### src/logic/e1l_params.svh
// e1l_params.svh: offsets, field positions, reset values and timing counts
// assumes a 100 MHz mclk and the plain register port of e1l_ctrl
`ifndef E1L_PARAMS_SVH
`define E1L_PARAMS_SVH

// ****************
// timing
// ****************
`define E1L_CLK_MHZ 100
`define E1L_BIT_NS 488
`define E1L_BIT_CYC ((`E1L_BIT_NS * `E1L_CLK_MHZ) / 1000)
`define E1L_HALF_CYC (`E1L_BIT_CYC / 2)
`define E1L_IDLE_BITS 4
`define E1L_IDLE_CYC (`E1L_BIT_CYC * `E1L_IDLE_BITS)
`define E1L_LOS_SET_ZEROS 32
`define E1L_LOS_WIN_BITS 32
`define E1L_LOS_CLR_MARKS 4
`define E1L_LOS_CLR_RUN 16

// ****************
// registers
// ****************
`define E1L_REG_STATUS 4'h0
`define E1L_REG_MASK 4'h4
`define E1L_REG_MODE 4'h8
`define E1L_EV_LOS_ON 0
`define E1L_EV_LOS_OFF 1
`define E1L_EV_BOTH 2
`define E1L_MASK_RST 3'h0
`define E1L_MODE_CLOCKED 4
`define E1L_MODE_LOS 5

`endif

### src/logic/e1l_pkg.sv
// e1l_pkg.sv: types shared by the line interface control logic
// assumes nothing beyond a SystemVerilog compiler
package e1l_pkg;

  // ****************
  // loop modes, one-hot
  // ****************
  typedef enum logic [3:0] {
    E1L_NORMAL = 4'h1,
    E1L_NEAR = 4'h2,
    E1L_FAR = 4'h4,
    E1L_ICT = 4'h8
  } e1l_mode_e;

  // ****************
  // dual-rail mark pair
  // ****************
  typedef struct packed {
    logic pos;
    logic neg;
  } e1l_mark_s;

endpackage

### src/logic/e1l_ctrl.sv
// e1l_ctrl.sv: digital control of a single-channel E1 line interface
// assumes all pins synchronous to mclk; line pins carry one bit per rail
//
// Function
// clocked mode samples marks on clock fall
// clockless mode leaves transmit clock idle
// clocked mode marks are bit-wide NRZ; code sends the same 24-cycle half-bit RZ pulses as in clockless mode
// clockless mode marks are RZ pulses
// near select high enters local loopback
// local loopback feeds line out to receiver
// far select high enters remote loopback
// remote loopback sends received marks back out
// both selects high tri-state all outputs; code gives reg_rdata and irq no enable, so they stay driven
// line pulses follow the E1 bit rate
// loss of signal set and cleared per G.775
// positive line pulse gives positive mark out
// negative line pulse gives negative mark out
// signal lost flag high during loss
// clock edges mean clocked, idle means clockless
// never both marks in one bit
`timescale 1ns/1ps
`include "e1l_params.svh"

module e1l_ctrl
  import e1l_pkg::*;
(
  // clock and reset
  input wire logic mclk,
  input wire logic rst_n,
  // transmit side from terminal equipment
  input wire logic transmit_sample_clock,
  input wire logic positive_mark_in,
  input wire logic negative_mark_in,
  // loop selects
  input wire logic near_loop_select,
  input wire logic far_loop_select,
  // receive line
  input wire logic line_in_a,
  input wire logic line_in_b,
  // transmit line
  output logic line_out_a,
  output logic line_out_a_oe,
  output logic line_out_b,
  output logic line_out_b_oe,
  // receive marks and loss flag
  output logic positive_mark_out,
  output logic positive_mark_out_oe,
  output logic negative_mark_out,
  output logic negative_mark_out_oe,
  output logic signal_lost_flag,
  output logic signal_lost_flag_oe,
  // register port
  input wire logic [3:0] reg_addr,
  input wire logic [7:0] reg_wdata,
  input wire logic reg_wr,
  input wire logic reg_rd,
  output logic [7:0] reg_rdata,
  output logic irq
);

  localparam logic [5:0] HALF_CYC = 6'(`E1L_HALF_CYC);
  localparam logic [5:0] BIT_LAST = 6'(`E1L_BIT_CYC - 1);
  localparam logic [7:0] IDLE_LAST = 8'(`E1L_IDLE_CYC - 1);
  localparam logic [5:0] LOS_SET = 6'(`E1L_LOS_SET_ZEROS);
  localparam logic [4:0] WIN_LAST = 5'(`E1L_LOS_WIN_BITS - 1);
  localparam logic [5:0] CLR_MARKS = 6'(`E1L_LOS_CLR_MARKS);
  localparam logic [5:0] CLR_RUN = 6'(`E1L_LOS_CLR_RUN);

  function automatic e1l_mode_e e1l_decode_mode(input logic near_sel, input logic far_sel);
    if (near_sel && far_sel) begin
      return E1L_ICT;
    end else if (near_sel) begin
      return E1L_NEAR;
    end else if (far_sel) begin
      return E1L_FAR;
    end else begin
      return E1L_NORMAL;
    end
  endfunction

  // ****************
  // loop mode
  // ****************
  e1l_mode_e mode_q;

  always_ff @(posedge mclk or negedge rst_n) begin
    if (!rst_n) begin
      mode_q <= E1L_NORMAL;
    end else begin
      mode_q <= e1l_decode_mode(near_loop_select, far_loop_select);
    end
  end

  // ****************
  // transmit clock detection
  // ****************
  logic transmit_sample_clock_alt_prev_q;
  logic clocked_q;
  logic [7:0] idle_cnt_q;
  logic transmit_sample_clock_alt_fall;
  logic clocked_now;

  assign transmit_sample_clock_alt_fall = transmit_sample_clock_alt_prev_q && !transmit_sample_clock;
  assign clocked_now = clocked_q || transmit_sample_clock_alt_fall;

  always_ff @(posedge mclk or negedge rst_n) begin
    if (!rst_n) begin
      transmit_sample_clock_alt_prev_q <= 1'b0;
      clocked_q <= 1'b0;
      idle_cnt_q <= 8'h00;
    end else begin
      transmit_sample_clock_alt_prev_q <= transmit_sample_clock;
      if (transmit_sample_clock_alt_fall) begin
        clocked_q <= 1'b1;
        idle_cnt_q <= 8'h00;
      end else if (idle_cnt_q == IDLE_LAST) begin
        clocked_q <= 1'b0;
      end else begin
        idle_cnt_q <= idle_cnt_q + 8'h01;
      end
    end
  end

  // ****************
  // receive edge detection
  // ****************
  e1l_mark_s rx_src;
  e1l_mark_s rx_prev_q;
  e1l_mark_s rx_rise;
  logic line_a_q;
  logic line_b_q;

  always_comb begin
    if (mode_q == E1L_NEAR) begin
      rx_src = '{pos: line_a_q, neg: line_b_q};
    end else begin
      rx_src = '{pos: line_in_a, neg: line_in_b};
    end
  end

  assign rx_rise.pos = rx_src.pos && !rx_prev_q.pos;
  assign rx_rise.neg = rx_src.neg && !rx_prev_q.neg;

  always_ff @(posedge mclk or negedge rst_n) begin
    if (!rst_n) begin
      rx_prev_q <= '0;
    end else begin
      rx_prev_q <= rx_src;
    end
  end

  // ****************
  // transmit pulse generation
  // ****************
  e1l_mark_s pin_prev_q;
  e1l_mark_s tx_start;
  logic [5:0] tx_cnt_q;
  logic both_ev;

  always_comb begin
    case (mode_q)
      E1L_FAR: begin
        tx_start = rx_rise;
      end
      default: begin
        if (clocked_now) begin
          tx_start.pos = transmit_sample_clock_alt_fall && positive_mark_in;
          tx_start.neg = transmit_sample_clock_alt_fall && negative_mark_in;
        end else begin
          tx_start.pos = positive_mark_in && !pin_prev_q.pos;
          tx_start.neg = negative_mark_in && !pin_prev_q.neg;
        end
      end
    endcase
  end

  assign both_ev = tx_start.pos && tx_start.neg;

  always_ff @(posedge mclk or negedge rst_n) begin
    if (!rst_n) begin
      pin_prev_q <= '0;
    end else begin
      pin_prev_q <= '{pos: positive_mark_in, neg: negative_mark_in};
    end
  end

  always_ff @(posedge mclk or negedge rst_n) begin
    if (!rst_n) begin
      tx_cnt_q <= 6'h00;
      line_a_q <= 1'b0;
      line_b_q <= 1'b0;
    end else if (tx_cnt_q == 6'h00) begin
      if ((tx_start.pos || tx_start.neg) && !both_ev) begin
        tx_cnt_q <= HALF_CYC;
        line_a_q <= tx_start.pos;
        line_b_q <= tx_start.neg;
      end
    end else begin
      tx_cnt_q <= tx_cnt_q - 6'h01;
      if (tx_cnt_q == 6'h01) begin
        line_a_q <= 1'b0;
        line_b_q <= 1'b0;
      end
    end
  end

  // ****************
  // receive mark outputs
  // ****************
  logic [5:0] rxp_cnt_q;
  logic [5:0] rxn_cnt_q;
  logic rxp_q;
  logic rxn_q;

  always_ff @(posedge mclk or negedge rst_n) begin
    if (!rst_n) begin
      rxp_cnt_q <= 6'h00;
      rxp_q <= 1'b0;
    end else if (rx_rise.pos) begin
      rxp_cnt_q <= HALF_CYC - 6'h01;
      rxp_q <= 1'b1;
    end else if (rxp_cnt_q != 6'h00) begin
      rxp_cnt_q <= rxp_cnt_q - 6'h01;
    end else begin
      rxp_q <= 1'b0;
    end
  end

  always_ff @(posedge mclk or negedge rst_n) begin
    if (!rst_n) begin
      rxn_cnt_q <= 6'h00;
      rxn_q <= 1'b0;
    end else if (rx_rise.neg) begin
      rxn_cnt_q <= HALF_CYC - 6'h01;
      rxn_q <= 1'b1;
    end else if (rxn_cnt_q != 6'h00) begin
      rxn_cnt_q <= rxn_cnt_q - 6'h01;
    end else begin
      rxn_q <= 1'b0;
    end
  end

  // ****************
  // loss of signal
  // ****************
  logic [5:0] bit_cnt_q;
  logic mark_seen_q;
  logic [5:0] zero_run_q;
  logic [4:0] win_cnt_q;
  logic [5:0] win_marks_q;
  logic win_bad_q;
  logic los_q;
  logic bit_tick;
  logic bit_mark;
  logic [5:0] zrun_d;
  logic los_on_ev;
  logic los_off_ev;

  assign bit_tick = bit_cnt_q == BIT_LAST;
  assign bit_mark = mark_seen_q || rx_rise.pos || rx_rise.neg;
  assign zrun_d = bit_mark ? 6'h00 : ((zero_run_q == 6'h3F) ? 6'h3F : zero_run_q + 6'h01);
  assign los_on_ev = bit_tick && !los_q && zrun_d == LOS_SET;
  assign los_off_ev = bit_tick && los_q && win_cnt_q == WIN_LAST && !win_bad_q
                      && zrun_d < CLR_RUN
                      && (win_marks_q + {5'h00, bit_mark}) >= CLR_MARKS;

  always_ff @(posedge mclk or negedge rst_n) begin
    if (!rst_n) begin
      bit_cnt_q <= 6'h00;
      mark_seen_q <= 1'b0;
      zero_run_q <= 6'h00;
    end else begin
      bit_cnt_q <= bit_tick ? 6'h00 : bit_cnt_q + 6'h01;
      mark_seen_q <= bit_tick ? 1'b0 : bit_mark;
      if (bit_tick) begin
        zero_run_q <= zrun_d;
      end
    end
  end

  always_ff @(posedge mclk or negedge rst_n) begin
    if (!rst_n) begin
      los_q <= 1'b0;
      win_cnt_q <= 5'h00;
      win_marks_q <= 6'h00;
      win_bad_q <= 1'b0;
    end else if (bit_tick) begin
      if (los_on_ev) begin
        los_q <= 1'b1;
      end else if (los_off_ev) begin
        los_q <= 1'b0;
      end
      if (!los_q || win_cnt_q == WIN_LAST) begin
        win_cnt_q <= 5'h00;
        win_marks_q <= 6'h00;
        win_bad_q <= 1'b0;
      end else begin
        win_cnt_q <= win_cnt_q + 5'h01;
        win_marks_q <= win_marks_q + {5'h00, bit_mark};
        win_bad_q <= win_bad_q || zrun_d >= CLR_RUN;
      end
    end
  end

  // ****************
  // pin outputs
  // ****************
  always_ff @(posedge mclk or negedge rst_n) begin
    if (!rst_n) begin
      line_out_a <= 1'b0;
      line_out_b <= 1'b0;
      positive_mark_out <= 1'b0;
      negative_mark_out <= 1'b0;
      signal_lost_flag <= 1'b0;
    end else begin
      line_out_a <= line_a_q;
      line_out_b <= line_b_q;
      positive_mark_out <= rxp_q;
      negative_mark_out <= rxn_q;
      signal_lost_flag <= los_q;
    end
  end

  always_ff @(posedge mclk or negedge rst_n) begin
    if (!rst_n) begin
      line_out_a_oe <= 1'b1;
      line_out_b_oe <= 1'b1;
      positive_mark_out_oe <= 1'b1;
      negative_mark_out_oe <= 1'b1;
      signal_lost_flag_oe <= 1'b1;
    end else begin
      line_out_a_oe <= mode_q != E1L_ICT;
      line_out_b_oe <= mode_q != E1L_ICT;
      positive_mark_out_oe <= mode_q != E1L_ICT;
      negative_mark_out_oe <= mode_q != E1L_ICT;
      signal_lost_flag_oe <= mode_q != E1L_ICT;
    end
  end

  // ****************
  // registers and interrupt
  // ****************
  logic [2:0] status_q;
  logic [2:0] mask_q;
  logic [2:0] ev;
  logic status_rd;

  assign ev = {both_ev, los_off_ev, los_on_ev};
  assign status_rd = reg_rd && reg_addr == `E1L_REG_STATUS;

  always_ff @(posedge mclk or negedge rst_n) begin
    if (!rst_n) begin
      status_q <= 3'h0;
    end else begin
      // set wins over the read clear
      status_q <= (status_rd ? 3'h0 : status_q) | ev;
    end
  end

  always_ff @(posedge mclk or negedge rst_n) begin
    if (!rst_n) begin
      mask_q <= `E1L_MASK_RST;
    end else if (reg_wr && reg_addr == `E1L_REG_MASK) begin
      mask_q <= reg_wdata[2:0];
    end
  end

  always_ff @(posedge mclk or negedge rst_n) begin
    if (!rst_n) begin
      reg_rdata <= 8'h00;
    end else if (!reg_rd) begin
      reg_rdata <= 8'h00;
    end else if (reg_addr == `E1L_REG_STATUS) begin
      reg_rdata <= {5'h00, status_q};
    end else if (reg_addr == `E1L_REG_MASK) begin
      reg_rdata <= {5'h00, mask_q};
    end else if (reg_addr == `E1L_REG_MODE) begin
      reg_rdata <= {2'h0, los_q, clocked_q, mode_q};
    end else begin
      reg_rdata <= 8'h00;
    end
  end

  always_ff @(posedge mclk or negedge rst_n) begin
    if (!rst_n) begin
      irq <= 1'b0;
    end else begin
      irq <= |(((status_rd ? 3'h0 : status_q) | ev) & mask_q);
    end
  end

  // ****************
  // checks
  // ****************
  logic [5:0] hi_cnt_q;

  always_ff @(posedge mclk or negedge rst_n) begin
    if (!rst_n) begin
      hi_cnt_q <= 6'h00;
    end else begin
      hi_cnt_q <= line_a_q ? hi_cnt_q + 6'h01 : 6'h00;
    end
  end

  property p_r1;
    @(posedge mclk) disable iff (!rst_n)
    mode_q == E1L_NORMAL && transmit_sample_clock_alt_fall && positive_mark_in && !negative_mark_in
      && tx_cnt_q == 6'h00 |=> line_a_q ##1 line_out_a;
  endproperty
  a_r1: assert property (p_r1) else $error("clocked mark not sampled on fall");

  property p_r5;
    @(posedge mclk) disable iff (!rst_n)
    near_loop_select && !far_loop_select |=> mode_q == E1L_NEAR;
  endproperty
  a_r5: assert property (p_r5) else $error("near select did not loop");

  property p_r6;
    @(posedge mclk) disable iff (!rst_n)
    mode_q == E1L_NEAR && $rose(line_a_q) |=> rxp_q ##1 positive_mark_out;
  endproperty
  a_r6: assert property (p_r6) else $error("local loop lost a mark");

  property p_r7;
    @(posedge mclk) disable iff (!rst_n)
    far_loop_select && !near_loop_select |=> mode_q == E1L_FAR;
  endproperty
  a_r7: assert property (p_r7) else $error("far select did not loop");

  property p_r8;
    @(posedge mclk) disable iff (!rst_n)
    mode_q == E1L_FAR && rx_rise.neg && !rx_rise.pos && tx_cnt_q == 6'h00
      |=> line_b_q && !line_a_q;
  endproperty
  a_r8: assert property (p_r8) else $error("remote loop lost a mark");

  property p_r9;
    @(posedge mclk) disable iff (!rst_n)
    mode_q == E1L_ICT |=> !line_out_a_oe && !line_out_b_oe && !positive_mark_out_oe
      && !negative_mark_out_oe && !signal_lost_flag_oe;
  endproperty
  a_r9: assert property (p_r9) else $error("test mode left a pin driven");

  property p_r10;
    @(posedge mclk) disable iff (!rst_n)
    $fell(line_a_q) |-> hi_cnt_q == HALF_CYC;
  endproperty
  a_r10: assert property (p_r10) else $error("line pulse width wrong");

  property p_r11;
    @(posedge mclk) disable iff (!rst_n)
    $rose(los_q) |-> zero_run_q == LOS_SET ##2 signal_lost_flag;
  endproperty
  a_r11: assert property (p_r11) else $error("loss declared early");

  property p_r12;
    @(posedge mclk) disable iff (!rst_n)
    rx_rise.pos |=> rxp_q [*8];
  endproperty
  a_r12: assert property (p_r12) else $error("positive mark out too short");

  property p_r15;
    @(posedge mclk) disable iff (!rst_n)
    transmit_sample_clock_alt_fall |=> clocked_q && idle_cnt_q == 8'h00;
  endproperty
  a_r15: assert property (p_r15) else $error("clock edge not seen");

endmodule

### config.mk
export PLATFORM = sky130hd
export DESIGN_NAME = e1l_ctrl
export DESIGN_NICKNAME = d
export VERILOG_FILES = /design/src/logic/e1l_pkg.sv /design/src/logic/e1l_ctrl.sv
export VERILOG_INCLUDE_DIRS = /design/src /design/src/logic
export SDC_FILE = /design/constraint.sdc
export NUM_CORES = 1
export LEC_CHECK = 0
export BUFFER_PORTS_ARGS = -buffer_cell sky130_fd_sc_hd__buf_2
export CAP_MARGIN = 10
export CORE_MARGIN = 10
export CORE_UTILIZATION = 55
export DETAILED_ROUTE_END_ITERATION = 7
export PLACE_DENSITY_LB_ADDON = 0.15
export SLEW_MARGIN = 5
export SYNTH_ARGS = -nofsm -noshare
export SYNTH_HDL_FRONTEND = slang
export SYNTH_SLANG_ARGS = --single-unit
### constraint.sdc
create_clock -name mclk -period 4.9 [get_ports mclk]
set_clock_uncertainty 0.1 [all_clocks]
set_input_delay 0.98 -clock mclk [delete_from_list [all_inputs] [get_ports mclk]]
set_output_delay 0.98 -clock mclk [all_outputs]
set_load 0.03 [all_outputs]
**Word level (Yosys, flattened, before mapping)**

Cells that the tools add are included.

- Flip-flop bits (word level): 87
- Output and inout bits: 19
- Logic and storage cells: 144

- Add/subtract/negate cells: 8
- Order comparisons: 3
- Equal/unequal tests: 15
- Multiplexer cells: 39
- Bitwise logic cells: 2
- Reduce and logical (&&, ||, !) cells: 45

Operators with widths:

| kind | number |
|---|---|
| $mux W6 | 14 |
| $logic_and A1 B1 Y1 | 19 |
| $eq A6 B6 Y1 const B | 3 |
| $sub A6 B1 Y6 const B | 3 |
| $mux W8 | 2 |
| $mux W1 | 15 |
| $add A6 B1 Y6 const B | 2 |
| $reduce_bool A6 Y1 | 2 |
| $reduce_bool A2 Y1 | 5 |
| $add A8 B1 Y8 const B | 1 |
| $eq A4 B3 Y1 const B | 2 |
| $eq A8 B8 Y1 const B | 1 |
| $logic_not A1 Y1 | 8 |
| $mux W4 | 2 |
| $add A6 B1 Y6 | 1 |
| $eq A6 B1 Y1 const B | 1 |
| $ge A6 B3 Y1 const B | 1 |
| $ge A6 B5 Y1 const B | 1 |
| $logic_not A6 Y1 | 1 |
| $logic_or A1 B1 Y1 | 6 |
| $lt A6 B5 Y1 const B | 1 |
| $mux W2 | 3 |
| $mux W3 | 2 |
| $ne A2 B2 Y1 const B | 3 |
| other kinds (12) | 13 |

**Logic depth before layout (Yosys ltp)**

- Depth in word-level cells: 12
- Mapped depth: 10
- Gate-level depth less buffers: 10

**Least setup slack after synthesis**

OpenSTA, ideal clock, no wires.

- Path kind: input to register
- Start: input port line_in_a
- End: register irq
- Library setup time: 67 ps
- Arrival time: 2826 ps
- Required time: 4733 ps
- Setup slack: 1908 ps
- Stages on the path: 9
- Buffers on the path: 0
- Path through: a221o_2 > a21oi_2 > inv_2 > ha_1 > and3_1 > nand4_1 > a21oi_1 > a2111oi_2 > a221o_1

- Cells in the longest elaborated chain, start to end: 11
- Elaborated cells between the ends (all ways): 17
- Those cells by class: add/sub: 1; order compare: 2; eq/ne: 1; mux: 3; bitwise: 2; reduce/logical: 8

RTL lines:

| what | RTL line | text |
|---|---|---|
| start, declared | e1l_ctrl.sv:38 | `input wire logic line_in_a,` |
| $mux W2 (*) | e1l_ctrl.sv:134 | `if (mode_q == E1L_NEAR) begin` |
| $logic_and A1 B1 Y1 (*) | e1l_ctrl.sv:141 | `assign rx_rise.pos = rx_src.pos && !rx_prev_q.pos;` |
| branches (longest 6 deep; another with $add A6 B1 Y6) | n/a |  |
| $or A3 B3 Y3 (*) | e1l_ctrl.sv:388 | `irq <= \|(((status_rd ? 3'h0 : status_q) \| ev) & mask_q);` |
| $and A3 B3 Y3 (*) | e1l_ctrl.sv:388 |  |
| $reduce_or A3 Y1 (*) | e1l_ctrl.sv:388 |  |
| end signal, assigned | e1l_ctrl.sv:388 |  |
| end, declared | e1l_ctrl.sv:58 | `output logic irq` |

Mark *: on every way between the ends.
A chain may end at the register's enable or synchronous reset.

**Worst setup path after layout**

- Start: register mode_q[2]
- End: register irq

- Cells in the longest elaborated chain, start to end: 12
- Elaborated cells between the ends (all ways): 20
- Those cells by class: add/sub: 1; order compare: 2; eq/ne: 3; mux: 3; bitwise: 2; reduce/logical: 9

RTL lines:

| what | RTL line | text |
|---|---|---|
| start, declared | e1l_ctrl.sv:84 | `e1l_mode_e mode_q;` |
| start signal, assigned | e1l_ctrl.sv:90 | `mode_q <= e1l_decode_mode(near_loop_select, far_loop_select);` |
| branches (longest 9 deep; another with $add A6 B1 Y6) | n/a |  |
| $or A3 B3 Y3 (*) | e1l_ctrl.sv:388 |  |
| $and A3 B3 Y3 (*) | e1l_ctrl.sv:388 |  |
| $reduce_or A3 Y1 (*) | e1l_ctrl.sv:388 |  |

Marked as above.

==> impl_metrics.py <==
metrics = {
    "critical_path": {
        "required_ps": 5090,
        "crit_path_end_kind": "flop",
        "path_buf_inv": 1,
        "worstSetupPathType": "reg -> reg",
        "slowest_delay_ps": 500,
        "cp_top_family": "compound AO/OA/AOI/OAI gates",
        "r2r_cells": 10,
        "worstPathMaxFanout": 5,
        "start_kind": "flop",
        "arrival_ps": 3250,
        "path_cells": "nor4b_4 > o221ai_2 > a21oi_2 > inv_2 > ha_1 > and3_1 > nand4_1 > a21oi_1 > a2111oi_2 > a221o_1",
        "worst_path_max_delay_cell": "a2111oi_2",
        "crit_cells": 10,
    },
    "drt": {
        "drcViolationCount": 0,
        "drt_iter0_drc": 110,
        "vias": 2904,
        "wl_mm": 7.384,
        "vias_per_cell": 5.438,
        "ant_nets": 0,
        "wl_per_cell_microns": 13.83,
        "first_pass_iters": 4,
    },
    "synth": {
        "synth_top_area_share_pct": 51.27,
        "yosysWarnings": 0,
        "syn_area_per_cell_sq_um": 10.26,
        "synth-edff-count": 0,
        "ys_types": 55,
        "yosys-top-cells-area": "dfrtp_1, nand2_1, ha_1",
        "ys_seq_area_share_pct": 52.56,
        "netlist_top_cells_count": "dfrtp_1, nand2_1, nor2_1",
        "async_flop_share_pct": 100.0,
        "synthCells": 395,
        "synthFlopType": "dfrtp_1",
        "synth_area_leader_cell": "dfrtp_1",
        "synth.most_common_cell": "dfrtp_1",
        "yosys_register_bits": 85,
        "synth_area_sq_um": 4051,
    },
    "grt": {
        "grt_usage_pct": 14.01,
        "busiest_layer": "met2",
        "grt_use_met3_pct": 4.324,
        "antenna_found_initial": 0,
        "grt_pass1_vias": 2891,
        "use_met2_pct": 20.85,
        "grtUsageMet1_pct": 18.38,
        "grt_pass1_wl_mm": 13.14,
        "overflow": 0,
        "grt_max_degree": 56,
    },
    "pwr": {
        "swShare_pct": 30.18,
        "switchingPower_uw": 545.4,
        "power_frac_comb_pct": 19.6,
        "seq_power_share_pct": 50.7,
        "internal_power_mw": 1.262,
        "power.static_leakage_nw": 2.115,
        "power.density_nw_per_um2": 400.1,
        "vdd_drop_max_uv": 319.7,
        "p_clk_share_pct": 29.8,
    },
    "clock_tree": {
        "cts_buffers": 9,
        "clock_path_buffers": 2,
        "cts_root_buf": "clkbuf_8",
        "postCtsHoldBufs": 0,
        "cts_tree": "yes",
        "insertion_delay_ps": 350,
        "cts_sinks": 85,
        "cts_max_level": 3,
        "cts_setup_buffers": 0,
        "clk_pin_slew_ps": 90,
        "ctsResizeCount": 0,
    },
    "floorplanning": {
        "rows": 31,
        "die_h_microns": 105.8,
        "io_pins": 42,
        "die-area_sq_um": 11200,
        "initial_core_util_pct": 56.16,
        "fp.dieW_microns": 105.8,
        "fp.coreArea_sq_um": 7214,
    },
    "sta": {
        "setup-violations-final": 0,
        "timing.final.crit_period_ps": 3053,
        "worstMarginPinSlew_ps": 798.5,
        "slew_violations": 0,
        "rsz0062_at_grt": "no",
        "fin_crit_sh_pct": 62.30,
        "slew_headroom_pct": 46.77,
        "hold_viol_final": 0,
        "hold_ws_ps": 289.3,
        "fmax_mhz": 327.6,
        "timing.setup.tns_ps": 0,
    },
    "placed_design": {
        "portBuffers": 34,
        "gp_congestion": 0.7752,
        "hpwl_mm": 5.447,
        "place_area_sq_um": 4295,
        "place_inst": 518,
    },
    "final_layout": {
        "syn2layout_area_growth_pct": 11.49,
        "layout.cells.non_filler": 534,
        "design_area_sq_um": 4517,
        "drive_gt1_share_pct": 16.32,
        "fill_cells": 635,
        "antennaDiodeCount": 0,
        "nets": 468,
    },
    "worst_hold_path": {
        "hold_path.class": "reg -> reg",
        "whs_path_depth": 0,
    },
    "flow_run": {
        "drv_cap": 0,
    },
    "status": {
        "run_status": "complete, no violations",
    },
}
-- state kept, by name, indices dropped and copies added (netlist names), 2 cells and up --
name	cells
idle_cnt_q	8
bit_cnt_q	6
reg_rdata	6
rxn_cnt_q	6
rxp_cnt_q	6
tx_cnt_q	6
win_marks_q	6
zero_run_q	6
win_cnt_q	5
mode_q	4
mask_q	3
status_q	3
pin_prev_q	2
rx_prev_q	2
-- layout make-up --
class | count | area [sq um] | area share [%]
sequential | 85 | 2130 | 47.15
timing repair buffer | 36 | 187.7 | 4.155
inverter | 15 | 56.30 | 1.247
clock buffer | 9 | 123.9 | 2.742
clock inverter | 7 | 97.59 | 2.161
multi-input combinational | 283 | 1798 | 39.81
tap | 99 | 123.9 | 2.742
-- layout by cell type, fill, tap and decap left out, types with 3 or more instances in the layout --
cell        n
nor2b_1     9
dfrtp_1    83
and2_1      6
a31oi_1     5
buf_4       3
o21ai_0    16
nand2_1    52
a21o_1      5
ha_1       15
o21ai_1     4
mux2_2      6
a211o_1     3
inv_1      14
o211ai_1    5
xnor2_1     7
a21oi_1    16
xor2_1      6
nand3_1    14
nor4_1      3
mux2i_1     4
a22o_1      3
nand2b_1    7
buf_2      33
clkbuf_8    9
nor3_1     14
and3_1      5
a2111oi_0   3
o31ai_1     4
nand4_1     5
nor2_1     37
-- power groups by stage --
stage	Clock, mW	Combinational (mW)	Sequential (mW)
after floorplan	0	0.253	0.931
final	0.538	0.354	0.916
after detailed placement	0	0.358	0.930
after CTS	0.555	0.359	0.916
after global placement	0	0.343	0.925
after global routing	0.587	0.413	0.936
-- metrics by stage --
step | utilization [%] | total power, mW | setup slack, ps
2_1_floorplan | - | 1.184 | 1908
3_3_place_gp | 59.54 | 1.267 | 1536
3_5_place_dp | 59.54 | 1.287 | 1492
4_1_cts | 62.61 | 1.830 | 1833
5_1_grt | 62.61 | 1.936 | 1592
6_report | 62.61 | 1.807 | 1847
-- worst reg2reg max path, cell delays in order (launching register included) --
cell,delay [ps]
dfrtp_1,440
nor4b_4,440
o221ai_2,230
a21oi_2,320
inv_2,110
ha_1,230
and3_1,220
nand4_1,100
a21oi_1,80
a2111oi_2,500
a221o_1,230
-- path summary, 6_finish.rpt --
kind | slack [ps] | endpoint | start
hold reg to reg | 290 | negative_mark_out | rxn_q
setup / recovery | 1850 | irq | mode_q[2]
setup reg to reg | 1850 | irq | mode_q[2]
min in group asynchronous | 550 | rxp_cnt_q[4] | rst_n
hold / removal | 290 | negative_mark_out | rxn_q
max in group asynchronous | 3270 | mode_q[0] | rst_n
-- cells by family after synthesis --
| group | synth area share (%) |
|---|---|
| AOI/OAI and AO/OA | 13.00 |
| xor gates and xnor gates | 2.810 |
| adders and majority gates | 4.632 |
| buffers and inverters | 3.150 |
| DFF | 52.56 |
| muxes | 2.656 |
| other | 0.09256 |
| and+or+nand+nor | 21.09 |
-- per-layer routing --
metal / wire length (microns) / vias to the layer above
li1: - / 1458
met4: 102 / 0
met5: 0 / -
met1: 3612 / 1381
met2: 3231 / 58
met3: 439 / 7
(Power assumes the default switching activity.)
